<file path="config.mk">
export PLATFORM = sky130hd
export DESIGN_NAME = gpib_talker_listener_port
export DESIGN_NICKNAME = d
export VERILOG_FILES = /design/src/gpib_pkg.sv /design/src/gpib_out_reg.sv /design/src/gpib_talker_listener_port.sv
export VERILOG_INCLUDE_DIRS = /design/src
export SDC_FILE = /design/constraint.sdc
export NUM_CORES = 1
export LEC_CHECK = 0
export ABC_CLOCK_PERIOD_IN_PS = 1800
export BUFFER_PORTS_ARGS = -buffer_cell sky130_fd_sc_hd__buf_2
export CAP_MARGIN = 10
export CORE_MARGIN = 1
export CORE_UTILIZATION = 40
export CTS_BUF_LIST = sky130_fd_sc_hd__clkbuf_16
export CTS_CLUSTER_SIZE = 10
export DETAILED_ROUTE_END_ITERATION = 10
export PLACE_DENSITY = 0.68
export SETUP_SLACK_MARGIN = 0.3
export SLEW_MARGIN = 20
export SYNTH_ARGS = -nofsm -noshare
export SYNTH_HDL_FRONTEND = slang
export SYNTH_SLANG_ARGS = --single-unit
</file>
<file path="constraint.sdc">
create_clock -name mclk -period 1.8 [get_ports mclk]
set_input_delay 0.36 -clock mclk [delete_from_list [all_inputs] [get_ports mclk]]
set_output_delay 0.36 -clock mclk [all_outputs]
set_load 0.05 [all_outputs]
</file>
<file path="src/gpib_consts.svh">
`ifndef GPIB_CONSTS_SVH
`define GPIB_CONSTS_SVH
`define LISTEN_BASE 8'h20
`define TALK_BASE 8'h40
`define ADDR_MASK 8'h60
`define SECONDARY_BASE 8'h60
`define UNLISTEN_CODE 8'h3F
`define UNTALK_CODE 8'h5F
`define PRIMARY_MAX 5'h1E
`define PRIMARY_RESET 5'h00
`define SETTLE_NS 100
`define CLK_PERIOD_NS 5
`define SETTLE_CYCLES ((`SETTLE_NS + `CLK_PERIOD_NS - 1) / `CLK_PERIOD_NS)
`endif

</file>
<file path="src/gpib_pkg.sv">
package gpib_pkg;
  typedef enum logic [1:0] {
    SRC_IDLE = 2'b00,
    SRC_WAIT = 2'b01,
    SRC_VALID = 2'b11,
    SRC_DONE = 2'b10
  } src_state_e;
  typedef enum logic [1:0] {
    ACC_READY = 2'b00,
    ACC_TAKE = 2'b01,
    ACC_HOLD = 2'b11
  } acc_state_e;
endpackage

</file>
<file path="src/gpib_out_reg.sv">
`timescale 1ns/1ps
// holds one outgoing byte with its end flag until the source consumes it
module gpib_out_reg (
  input wire logic mclk, // clock
  input wire logic rst, // async reset
  input wire logic ce, // clock enable
  input wire logic wr, // load strobe
  input wire logic [7:0] wdata, // byte to hold
  input wire logic wend, // end flag
  input wire logic rd, // consume strobe
  output logic full, // byte held
  output logic [7:0] rdata, // held byte
  output logic rend // held end flag
);
  always_ff @(posedge mclk or posedge rst) begin
    if (rst) begin
      full <= 1'b0;
      rdata <= 8'h00;
      rend <= 1'b0;
    end else if (ce) begin
      if (wr && !full) begin
        full <= 1'b1;
        rdata <= wdata;
        rend <= wend;
      end else if (rd) begin
        full <= 1'b0;
      end
    end
  end
endmodule

</file>
<file path="src/gpib_talker_listener_port.sv">
`timescale 1ns/1ps
`include "gpib_consts.svh"
// Summary of operation
// - listen address is primary address ORed with 20h; entering listener state.
// - talk address is primary address ORed with 40h; entering talker state.
// - primary address setting accepts only 0 to 30, used for both matches.
// - command bytes 60h..7Fh are secondary, never matched as own address.
// - every bus line is low true; high means false or released.
// - eight data lines carry one byte per handshake; driven only as source.
// - with attention low, each handshaked byte is a bus command.
// - with attention high, listener bytes pass out as device data.
// - single-line commands come only from management lines, no handshake.
// - source waits for ready high and accepted low before data valid.
// - acceptor lines settle within 100 ns after attention asserts.
// - source drives data valid low and keeps byte stable meanwhile.
// - acceptor pulls ready low, releases accepted after taking the byte.
// - handshake fully interlocked, pace follows slowest acceptor.
// - only one talker; device drives data only while addressed to talk.
// - talker sends output string one byte per handshake.
// - device asserts service request low whenever it needs attention.
// - remote enable low puts device into remote operation.
// - interface clear clears the device's bus interface state.
// - end line marks last byte both as talker and as listener.
// - interface clear returns device to talker idle and listener idle.
// - unlisten 3Fh gives listener idle; untalk 5Fh gives talker idle.
module gpib_talker_listener_port
  import gpib_pkg::*;
(
  input wire logic mclk, // clock
  input wire logic rst, // async reset
  input wire logic ce, // clock enable
  input wire logic [4:0] primary_addr, // configured address
  input wire logic [7:0] dio_n_in, // data lines in
  output logic [7:0] dio_n_out, // data lines out
  output logic [7:0] dio_n_oe_n, // data output enable
  input wire logic atn_n, // attention
  input wire logic ifc_n, // interface clear
  input wire logic ren_n, // remote enable
  input wire logic eoi_n_in, // end line in
  output logic eoi_n_out, // end line out
  output logic eoi_n_oe_n, // end output enable
  output logic srq_n_out, // service request out
  output logic srq_n_oe_n, // service request enable
  input wire logic dav_n_in, // data valid in
  output logic dav_n_out, // data valid out
  output logic dav_n_oe_n, // data valid enable
  input wire logic nrfd_n_in, // not ready in
  output logic nrfd_n_out, // not ready out
  output logic nrfd_n_oe_n, // not ready enable
  input wire logic ndac_n_in, // not accepted in
  output logic ndac_n_out, // not accepted out
  output logic ndac_n_oe_n, // not accepted enable
  input wire logic tx_valid, // byte to send
  input wire logic [7:0] tx_data, // byte value
  input wire logic tx_last, // final byte
  output logic tx_ready, // can take byte
  input wire logic rx_ready, // user can take byte
  output logic rx_valid, // received data pulse
  output logic [7:0] rx_data, // received byte
  output logic rx_last, // received with end
  output logic cmd_valid, // received command pulse
  output logic [7:0] cmd_data, // command byte
  input wire logic service_req, // user wants attention
  output logic talker, // addressed to talk
  output logic listener, // addressed to listen
  output logic remote // remote operation
);
  src_state_e src_state;
  src_state_e next_src_state;
  acc_state_e acc_state;
  acc_state_e next_acc_state;
  logic [7:0] hold_data;
  logic hold_end;
  logic hold_full;
  logic [4:0] addr;
  logic [5:0] settle;
  logic atn_q;

  // bus lines are low true: decode to positive logic
  wire atn = !atn_n;
  wire ifc = !ifc_n;
  wire dav = !dav_n_in;
  wire nrfd = !nrfd_n_in;
  wire ndac = !ndac_n_in;
  wire [7:0] bus_byte = ~dio_n_in;
  wire [7:0] cmd7 = {1'b0, bus_byte[6:0]};
  wire addr_ok = (primary_addr <= `PRIMARY_MAX);
  wire [7:0] listen_addr = `LISTEN_BASE | {3'h0, addr};
  wire [7:0] talk_addr = `TALK_BASE | {3'h0, addr};
  wire is_secondary = (cmd7 & `ADDR_MASK) == `SECONDARY_BASE;

  function automatic logic match(input logic [7:0] b, input logic [7:0] a, input logic sec);
    match = !sec && (b == a);
  endfunction

  wire acc_take = (acc_state == ACC_READY) && dav && (atn || listener);
  wire take_cmd = acc_take && atn;
  wire take_data = acc_take && !atn;
  wire hit_listen = take_cmd && match(cmd7, listen_addr, is_secondary);
  wire hit_talk = take_cmd && match(cmd7, talk_addr, is_secondary);
  wire hit_unl = take_cmd && (cmd7 == `UNLISTEN_CODE);
  wire hit_unt = take_cmd && (cmd7 == `UNTALK_CODE) && !hit_talk;
  wire other_talk = take_cmd && ((cmd7 & 8'hE0) == `TALK_BASE) && !hit_talk && !hit_unt;
  wire next_talker = ifc ? 1'b0 : hit_talk ? 1'b1 : (hit_unt || other_talk) ? 1'b0 : talker;
  wire next_listener = ifc ? 1'b0 : hit_listen ? 1'b1 : hit_unl ? 1'b0 : listener;
  wire settled = (settle == 6'h00);
  wire src_go = talker && !atn && settled;

  // acceptor: ready, take byte, hold ndac released until source drops valid
  always_comb begin
    next_acc_state = acc_state;
    unique case (acc_state)
      ACC_READY: if (acc_take && (atn || rx_ready)) next_acc_state = ACC_TAKE;
      ACC_TAKE: next_acc_state = ACC_HOLD;
      ACC_HOLD: if (!dav) next_acc_state = ACC_READY;
      default: next_acc_state = ACC_READY;
    endcase
  end

  // source: wait for ready, assert valid, wait accepted, release
  always_comb begin
    next_src_state = src_state;
    unique case (src_state)
      SRC_IDLE: if (src_go && hold_full) next_src_state = SRC_WAIT;
      SRC_WAIT: if (!src_go) next_src_state = SRC_IDLE;
        else if (!nrfd && ndac) next_src_state = SRC_VALID;
      SRC_VALID: if (!ndac) next_src_state = SRC_DONE;
      SRC_DONE: next_src_state = SRC_IDLE;
    endcase
  end

  wire consume = (src_state == SRC_VALID) && !ndac;

  gpib_out_reg u_out (
    .mclk(mclk),
    .rst(rst),
    .ce(ce),
    .wr(tx_valid && tx_ready),
    .wdata(tx_data),
    .wend(tx_last),
    .rd(consume),
    .full(hold_full),
    .rdata(hold_data),
    .rend(hold_end)
  );

  always_ff @(posedge mclk or posedge rst) begin
    if (rst) begin
      addr <= `PRIMARY_RESET;
      atn_q <= 1'b0;
      settle <= 6'h00;
    end else if (ce) begin
      if (addr_ok) addr <= primary_addr;
      atn_q <= atn;
      if (atn && !atn_q) settle <= 6'(`SETTLE_CYCLES);
      else if (!settled) settle <= settle - 6'h01;
    end
  end

  always_ff @(posedge mclk or posedge rst) begin
    if (rst) begin
      acc_state <= ACC_READY;
      src_state <= SRC_IDLE;
      talker <= 1'b0;
      listener <= 1'b0;
    end else if (ce) begin
      acc_state <= ifc ? ACC_READY : next_acc_state;
      src_state <= (ifc || !src_go) ? SRC_IDLE : next_src_state;
      talker <= next_talker;
      listener <= next_listener;
    end
  end

  always_ff @(posedge mclk or posedge rst) begin
    if (rst) begin
      rx_valid <= 1'b0;
      rx_data <= 8'h00;
      rx_last <= 1'b0;
      cmd_valid <= 1'b0;
      cmd_data <= 8'h00;
    end else if (ce) begin
      rx_valid <= take_data && rx_ready && !ifc;
      cmd_valid <= take_cmd && !ifc;
      if (acc_take) begin
        rx_data <= bus_byte;
        cmd_data <= cmd7;
        rx_last <= !eoi_n_in && !atn;
      end
    end
  end

  // pin drivers: enables low while driving
  always_ff @(posedge mclk or posedge rst) begin
    if (rst) begin
      dio_n_out <= 8'hFF;
      dio_n_oe_n <= 8'hFF;
      eoi_n_out <= 1'b1;
      eoi_n_oe_n <= 1'b1;
      dav_n_out <= 1'b1;
      dav_n_oe_n <= 1'b1;
      nrfd_n_out <= 1'b1;
      nrfd_n_oe_n <= 1'b1;
      ndac_n_out <= 1'b1;
      ndac_n_oe_n <= 1'b1;
      srq_n_out <= 1'b1;
      srq_n_oe_n <= 1'b1;
      remote <= 1'b0;
      tx_ready <= 1'b0;
    end else if (ce) begin
      dio_n_out <= ~hold_data;
      dio_n_oe_n <= {8{!(next_talker && !ifc && src_go && hold_full)}};
      eoi_n_out <= !hold_end;
      eoi_n_oe_n <= !(next_src_state == SRC_VALID && hold_end && !ifc);
      dav_n_out <= 1'b0;
      dav_n_oe_n <= !(next_src_state == SRC_VALID && src_go && !ifc);
      nrfd_n_out <= 1'b0;
      nrfd_n_oe_n <= !((atn || next_listener) && !ifc
        && (next_acc_state != ACC_READY || (!atn && !rx_ready)));
      ndac_n_out <= 1'b0;
      ndac_n_oe_n <= !((atn || next_listener) && !ifc && next_acc_state != ACC_HOLD);
      srq_n_out <= 1'b0;
      srq_n_oe_n <= !service_req;
      remote <= !ren_n;
      // drop ready on the load edge so a held offer is not lost
      tx_ready <= !hold_full && !(tx_valid && tx_ready);
    end
  end

  property p_ifc_idle;
    @(posedge mclk) disable iff (rst) ce && ifc |=> !talker && !listener;
  endproperty
  a_ifc_idle: assert property (p_ifc_idle) else $error("ifc left addressed");
  property p_talk_hit;
    @(posedge mclk) disable iff (rst) ce && hit_talk && !ifc |=> talker;
  endproperty
  a_talk_hit: assert property (p_talk_hit) else $error("talk address missed");
  property p_listen_hit;
    @(posedge mclk) disable iff (rst) ce && hit_listen && !ifc |=> listener;
  endproperty
  a_listen_hit: assert property (p_listen_hit) else $error("listen address missed");
  property p_unl;
    @(posedge mclk) disable iff (rst) ce && hit_unl && !hit_listen |=> !listener;
  endproperty
  a_unl: assert property (p_unl) else $error("unlisten ignored");
  property p_drive_talk;
    @(posedge mclk) disable iff (rst) dio_n_oe_n != 8'hFF |-> talker;
  endproperty
  a_drive_talk: assert property (p_drive_talk) else $error("data driven not talking");
  property p_dav_ready;
    @(posedge mclk) disable iff (rst) $fell(dav_n_oe_n) |-> $past(!nrfd && ndac);
  endproperty
  a_dav_ready: assert property (p_dav_ready) else $error("valid before ready");
  property p_stable;
    @(posedge mclk) disable iff (rst) !dav_n_oe_n && $past(!dav_n_oe_n) |-> $stable(dio_n_out);
  endproperty
  a_stable: assert property (p_stable) else $error("data moved under valid");
  property p_remote;
    @(posedge mclk) disable iff (rst) ce && !ren_n |=> remote;
  endproperty
  a_remote: assert property (p_remote) else $error("remote not entered");
  property p_srq;
    @(posedge mclk) disable iff (rst) ce && service_req |=> !srq_n_oe_n;
  endproperty
  a_srq: assert property (p_srq) else $error("service request not driven");
  property p_no_sec;
    @(posedge mclk) disable iff (rst) ce && take_cmd && is_secondary && !ifc && !talker |=> !talker;
  endproperty
  a_no_sec: assert property (p_no_sec) else $error("secondary taken as address");
  c_talk: cover property (@(posedge mclk) hit_talk);
  c_listen: cover property (@(posedge mclk) hit_listen);
  c_send: cover property (@(posedge mclk) consume);
  c_rx: cover property (@(posedge mclk) rx_valid && rx_last);
endmodule

</file>
==> After elaboration in Yosys (flattened, before gate mapping) <==
Index checks and enable logic that the tools add are counted.
{ "totals": {"ff_bits": 64, "output_inout_bits": 49, "word_cells": 140} }
{ "op_classes": {"n_mux": 20, "n_bitwise": 2, "magnitude_cmp": 1, "add_sub_neg": 1, "eq_ne": 14, "reduce_logical": 76} }
{ "ops": {"columns": ["op", "count"], "rows": [
  ["$logic_and 1x1->1", 39],
  ["$logic_not 1->1", 21],
  ["$mux 2", 8],
  ["$not 8->8", 2],
  ["$eq 2x2->1 const B", 6],
  ["$mux 6", 2],
  ["$reduce_and 2->1", 5],
  ["$mux 1", 8],
  ["$pmux 2 s4", 1],
  ["$eq 7x6->1", 1],
  ["$eq 7x6->1 const B", 1],
  ["$eq 7x7->1", 1],
  ["$eq 7x7->1 const B", 1],
  ["$logic_not 6->1", 1],
  ["$logic_or 1x1->1", 6],
  ["$pmux 2 s3", 1],
  ["$sub 6x1->6 const B", 1],
  ["$le 5x5->1 const B", 1],
  ["$eq 2x1->1 const B", 2],
  ["$logic_not 2->1", 2],
  ["$reduce_bool 2->1", 2],
  ["$ne 2x1->1 const B", 1],
  ["$ne 2x2->1 const B", 1]
]} }

==> Depth between registers and ports, before layout <==
Gate-level depths: netlist of run 1.
{ "depth": {"depth_word": 17, "ltp_mapped": 6} }

==> By module <==
From an unflattened synthesis of run 1, not the netlist that was laid out.
{ "unflattened": {"hier_cells": 252, "hier_area_um2": 2675.1} }
{ "modules_own_cells": {"columns": ["mod", "cells_each", "instances", "area_per_inst_um2"], "rows": [
  ["gpib_talker_listener_port", 229, 1, 2288.4],
  ["gpib_out_reg", 23, 1, 386.6]
]} }

==> Worst setup path after synthesis of run 1 <==
Ideal clock, no wire load.
{ "synth_timing": {"kind": "reg-to-reg", "from": "register tx_ready", "to": "register u_out.rdata[0]", "synth_period_minus_slack_ns": 1.566, "arrival_ns": 1.441, "setup_time_ns": 0.125, "t_required_ns": 1.675, "path_stages_with_launch": 3, "setup_slack_ns": 0.234, "cell_sequence": "dfrtp_1 > nand4b_1 > mux2_2"} }
{ "synth_between": {"elab_chain_cells": 3} }
{ "synth_rtl": {"columns": ["element", "line_no", "rtl"], "rows": [
  ["from (decl)", "gpib_talker_listener_port.sv:56", "output logic tx_ready,"],
  ["from (signal assigned)", "gpib_talker_listener_port.sv:225", "tx_ready <= !hold_full && !(tx_valid && tx_ready);"],
  ["$logic_and 1x1->1", "gpib_talker_listener_port.sv:138", ".wr(tx_valid && tx_ready),"],
  ["$logic_and 1x1->1", "gpib_out_reg.sv:21", "if (wr && !full) begin"],
  ["$reduce_and 2->1 (no source line)", null, null],
  ["to (signal assigned)", "gpib_out_reg.sv:23", "rdata <= wdata;"],
  ["to (decl)", "gpib_out_reg.sv:12", "output logic [7:0] rdata,"]
]} }
No other way between the ends.
A chain may end at the register's enable or synchronous reset.

==> Worst setup path after layout of run 1 <==
{ "layout_timing": {"from": "register dio_n_oe_n[0] (netlist name)", "to": "output dio_n_oe_n[7]"} }
{ "layout_lines": {"columns": ["element", "line_no", "rtl"], "rows": [
  ["to (decl)", "gpib_talker_listener_port.sv:35", "output logic [7:0] dio_n_oe_n,"]
]} }
No word-level cell between the ends.

==> results of run 1 <==
[cell type report]
| type | count | area share, % |
|---|---|---|
| repair buffers | 95 | 18.6 |
| clock buffers | 9 | 6.38 |
| multi-input cells | 155 | 27.5 |
| clock inverters | 7 | 2.44 |
| flip-flops and latches | 57 | 41.0 |
| inverters | 11 | 1.28 |
| well taps | 77 | 2.73 |
[per-stage QoR]
| step | util (%) | setup slack (ns) | hold WS (ns) | instance area, um^2 | power, mW |
|---|---|---|---|---|---|
| 6_report | 55.9 | 0.269 | 0.114 | 3530 | 5.52 |
| 4_1_cts | 52.8 | 0.239 | 0.120 | 3340 | 5.49 |
| 2_1_floorplan | - | 0.311 | 0.385 | 2610 | 3.37 |
| 5_1_grt | 55.9 | 0.232 | 0.140 | 3530 | 5.82 |
| 3_5_place_dp | 47.6 | 0.125 | 0.405 | 3000 | 3.71 |
| 3_3_place_gp | 47.6 | 0.152 | 0.394 | 3000 | 3.67 |
[synth_stat cells (3+ instances only)]
library cell  count
xor2_1            4
o31ai_1           3
dfrtp_1          41
nand2b_1          4
inv_1            11
nor2_1           17
a22o_1            3
buf_2             3
nand3_1           6
nand4_1           4
nor2b_1           3
mux2_2           14
a21oi_1          10
dfstp_2          16
nand2_1          30
clkbuf_1          5
o21ai_0          27
buf_4            18
[sequential cells by signal (all words and copies together) (netlist names), 2 cells and up]
signal	cells
acc_state	2
addr	5
dio_n_out	8
rx_data	8
settle	6
src_state	2
u_out.rdata	8
[cell families after synthesis]
family / Yosys count / synth area share [%]
mux: 14 / 6.05
simple gates: 74 / 13.5
fa+ha+maj: 3 / 1.34
buf+inv: 38 / 8.21
compound gates: 58 / 13.6
xor+xnor: 5 / 1.68
other cells: 1 / 0.144
flops: 57 / 55.5
[final timing paths]
kind,startpoint,end,slack [ns],cells after the start
worst max-delay path,dio_n_oe_n[0],dio_n_oe_n[7],0.27,2
max in group asynchronous,rst,srq_n_oe_n,1.39,3
min in group mclk,service_req,srq_n_oe_n,0.18,2
worst min-delay path,rst,u_out.rdata[0],0.11,3
worst max register to register,settle[0],src_state[0],0.39,6
worst min register to register,u_out.rdata[0],dio_n_out[0],0.41,1
[power breakdown]
part | switching (mW) | internal [mW] | total, mW
Combinational | 1.26 | 0.545 | 1.80
Clock | 0.554 | 1.19 | 1.75
Sequential | 0.266 | 1.71 | 1.97
[cells in the final DEF (no fill, tap or decap), types with 3 or more instances in the layout]
cell type and n:
buf_2 67, dfrtp_1 39, nand2_1 30, o21ai_0 26
nor2_1 16, dfstp_2 16, mux2_2 14, buf_4 12
a21oi_1 10, inv_1 10, clkbuf_16 9, nand3_1 6
buf_12 6, nand2b_1 4, nand4_1 4, xor2_1 4
buf_6 4, o31ai_1 3, a22o_1 3, clkinvlp_4 3
buf_8 3, clkbuf_4 3
[routing by layer]
metal / up-vias / wire length, um / track usage (%)
li1: 1003 / - / -
met1: 983 / 2490 / 21.1
met2: 60 / 2610 / 28.9
met3: 4 / 373 / 6.92
met4: 0 / 57 / 6.21
met5: - / 0 / 0
[repair_timing]
item / CTS / global route
resized for setup: 6 / 48
buffers inserted: 1 / 6
pin swaps: 0 / 3
endpoints found under the hold margin: 0 / 0
setup endpoints to repair: 24 / 23
[worst reg2reg max path: cells and delay by family, from the launching register on]
kind | cells | cell delay, ns
and+or+nand+nor | 3 | 0.53
DFF | 1 | 0.42
adders and majority gates | 1 | 0.18
AOI/OAI and AO/OA | 1 | 0.14
buffers and inverters | 1 | 0.08
==> results.json, run 1 <==
{
  "run_status": "finished, final reports clean",
  "synth_top_area_share_pct": 39.4,
  "path_cells": "buf_6, buf_8",
  "syn_to_final_growth_pct": 35.5,
  "initial_core_util_pct": 41.3,
  "synth_cell_type_count": 42,
  "drc": 0,
  "ant_nets": 0,
  "coreArea_mm2": 0.00631,
  "synthCells": 250,
  "hold_class": "in -> async",
  "grt_pass1_vias": 1876,
  "drv_slew": 0,
  "layout-drive-gt1-share_pct": 44.6,
  "tightest_slew_ns": 0.500,
  "nets": 366,
  "fill_cells": 559,
  "clkTransAtPathRegs_ns": 0.05,
  "synth-seq-area-share_pct": 55.5,
  "ir_drop_uv": 907,
  "p_leak_nw": 1.63,
  "dpl.hpwl_um": 3760,
  "worstPathArrival_ns": 1.17,
  "cts_buffer_depth": 2,
  "async_flop_share_pct": 100,
  "clk_latency_ns": 0.32,
  "io_buffers": 82,
  "clock-sinks": 57,
  "critical_path.endpoint_type": "primary output",
  "ys_warn_count": 0,
  "grt_usage_pct": 17.7,
  "start_kind": "flip-flop",
  "powerDensity_mw_per_mm2": 1560,
  "rsz0062_at_grt": "true",
  "cts_made_buffers": 9,
  "diodes": 0,
  "yosys_register_bits": 57,
  "fin_crit_ns": 1.53,
  "grt_max_degree": 58,
  "synth-edff-count": 0,
  "timing.slew.headroom_pct": 66.3,
  "period_share_pct": 85.0,
  "dp_cells": 388,
  "root_buffer": "clkbuf_16",
  "slowest_stage": "dfstp_2",
  "num_vias": 2050,
  "cp_max_fo": 4,
  "ys.flop_type": "dfrtp_1",
  "drv_cap": 0,
  "setup-violations-final": 0,
  "grt_pass1_wl_um": 8760,
  "antenna_found_initial": 0,
  "yosys.area.top_type": "dfrtp_1",
  "drt_iter0_drc": 62,
  "fin_setup_tns_ns": 0,
  "die_h_um": 82.7,
  "routed_via_density": 4.99,
  "dieArea_mm2": 0.00684,
  "multiInputGateArea_um2": 972,
  "crit_type": "reg -> out",
  "io_pins": 84,
  "finalWeightedCongestion": 0.832,
  "cts_tree": "done",
  "synth_area_per_cell_um2": 10.4,
  "ff_latch_area_mm2": 0.00145,
  "syn_nets": 287,
  "hold_viol_final": 0,
  "cp_data_required_time_ns": 1.44,
  "stdcell_count": 411,
  "cts_max_level": 3,
  "totalWireLength_um": 5530,
  "drtPass1Iterations": 4,
  "ctsHoldBuffers": 0,
  "critPathTopFamily": "flip-flops",
  "die_w_um": 82.7,
  "synth.area.top_cells": "dfrtp_1 (39%), dfstp_2 (16%), mux2_2 (6.0%)",
  "worst-path-buf-inv": 2,
  "globalRouteOverflowTotal": 0,
  "rows": 29,
  "netlist_area_mm2": 0.00261,
  "fmaxAchievable_mhz": 653,
  "avgRoutedWirePerCell_um": 13.5,
  "cp_slowest_stage_delay_ns": 0.57,
  "fin_skew_ns": 0.00669
}
Note: power is estimated with default switching activity, not from simulation.
==> inputs of run 2 (changes only) <==
- ABC_CLOCK_PERIOD_IN_PS: 1800 -> 1700
- GPL_TIMING_DRIVEN: unset -> 0
- PLACE_DENSITY: 0.68 -> 0.65
- clock period: 1.8 -> 1.7 ns (I/O delays scaled with it)
==> results.json, run 2 (same netlist as run 1, synthesis figures left out) <==
{
  "fin_setup_tns_ns": 0,
  "worstPathArrival_ns": 1.23,
  "finalWeightedCongestion": 0.802,
  "timing.slew.headroom_pct": 64.1,
  "crit_type": "reg -> out",
  "globalRouteOverflowTotal": 0,
  "cts_tree": "done",
  "drc": 0,
  "ctsHoldBuffers": 0,
  "diodes": 0,
  "clkTransAtPathRegs_ns": 0.05,
  "num_vias": 2225,
  "root_buffer": "clkbuf_16",
  "initial_core_util_pct": 41.3,
  "powerDensity_mw_per_mm2": 1590,
  "ir_drop_uv": 914,
  "final_common_cell": "buf_2",
  "die_h_um": 82.7,
  "grt_usage_pct": 19.8,
  "final_area_mm2": 0.00381,
  "antenna_found_initial": 0,
  "coreArea_mm2": 0.00631,
  "place_area_mm2": 0.00317,
  "tightest_slew_ns": 0.532,
  "ant_nets": 0,
  "cts_max_level": 3,
  "nets": 390,
  "period_share_pct": 92.1,
  "totalWireLength_um": 6310,
  "io_pins": 84,
  "grt_max_degree": 23,
  "rows": 29,
  "clk_latency_ns": 0.32,
  "io_buffers": 80,
  "fin_skew_ns": 0.00713,
  "die_w_um": 82.7,
  "hold_class": "in -> async",
  "setup-violations-final": 0,
  "cts_made_buffers": 9,
  "drtPass1Iterations": 4,
  "drv_slew": 0,
  "critical_path.endpoint_type": "primary output",
  "final_cell_mix": "buf_2 (52), dfrtp_1 (38), nand2_1 (30)",
  "dpl.hpwl_um": 4230,
  "routed_via_density": 5.11,
  "hold_viol_final": 0,
  "syn_to_final_growth_pct": 46.1,
  "dieArea_mm2": 0.00684,
  "cp_data_required_time_ns": 1.36,
  "ff2ff_setup_slack_ns": 0.36,
  "cts_buffer_depth": 2,
  "rsz0062_at_grt": "true",
  "avgRoutedWirePerCell_um": 14.5,
  "grt_pass1_wl_um": 9940,
  "start_kind": "flip-flop",
  "grt_pass1_vias": 2174,
  "drv_cap": 0,
  "top_regs": "dio_n_out (8), rx_data (8), u_out.rdata (8)",
  "run_status": "finished, final reports clean",
  "p_leak_nw": 1.77,
  "drt_iter0_drc": 111,
  "layout-drive-gt1-share_pct": 48.3,
  "cp_max_fo": 4,
  "clock-sinks": 57,
  "fin_crit_ns": 1.57,
  "fmaxAchievable_mhz": 639
}
-- run 2: critical path, cell delays in order, from the launching register on --
cell,delay [ns]
dfstp_2,0.53
buf_4,0.13
buf_4,0.11
buf_8,0.13
-- run 2: report_power, final --
| group | total (mW) | internal, mW | switching (mW) |
|---|---|---|---|
| clock network | 1.70 | 1.10 | 0.591 |
| registers | 2.12 | 1.81 | 0.311 |
| logic | 2.24 | 0.843 | 1.40 |
| total | 6.06 | 3.76 | 2.30 |
-- run 2: layout make-up --
type                            count  area (um^2)
Buffer                             27          194
Sequential cell                    57         1450
Multi-Input combinational cell    155         1000
Inverter                           11         45.0
Timing Repair Buffer               92          743
Clock buffer                        9          225
Clock inverter                      7         55.1
Tap cell                           77         96.3
Fill cell                         541         2500
-- run 2: routing by layer --
layer | part of all wire, % | GRT usage [%] | wire, um
met5 | 0 | 0 | 0
met4 | 2.1 | 6.72 | 134
met3 | 5.9 | 7.25 | 370
met2 | 49 | 32.0 | 3080
met1 | 43 | 24.3 | 2720
-- run 2: path summary, 6_finish.rpt --
kind,startpoint,endpoint,cells past startpoint
worst max-delay path,dio_n_oe_n[0],dio_n_oe_n[2],3
worst min-delay path,rst,addr[0],2
worst max register to register,settle[2],eoi_n_oe_n,4
worst min register to register,u_out.rdata[1],dio_n_out[1],1
max in group asynchronous,rst,srq_n_oe_n,3
min in group mclk,service_req,srq_n_oe_n,2
-- run 2: what timing repair did --
item,in CTS,in global routing
setup buffers,6,4
pin swaps,5,4
setup endpoints to repair,54,51
resized for setup,42,54
-- run 2: metrics by stage --
stage / setup WS (ns) / hold WS [ns] / cells / power (mW) / utilization (%)
after floorplan: 0.231 / 0.385 / 250 / 3.57 / -
final: 0.135 / 0.0341 / 435 / 6.06 / 60.3
after global placement: 0.0630 / 0.392 / 407 / 3.96 / 49.3
after CTS: 0.114 / 0.0356 / 431 / 5.88 / 57.3
after global routing: 0.109 / 0.0537 / 435 / 6.36 / 60.3
after detailed placement: 0.0331 / 0.382 / 409 / 4.03 / 50.2
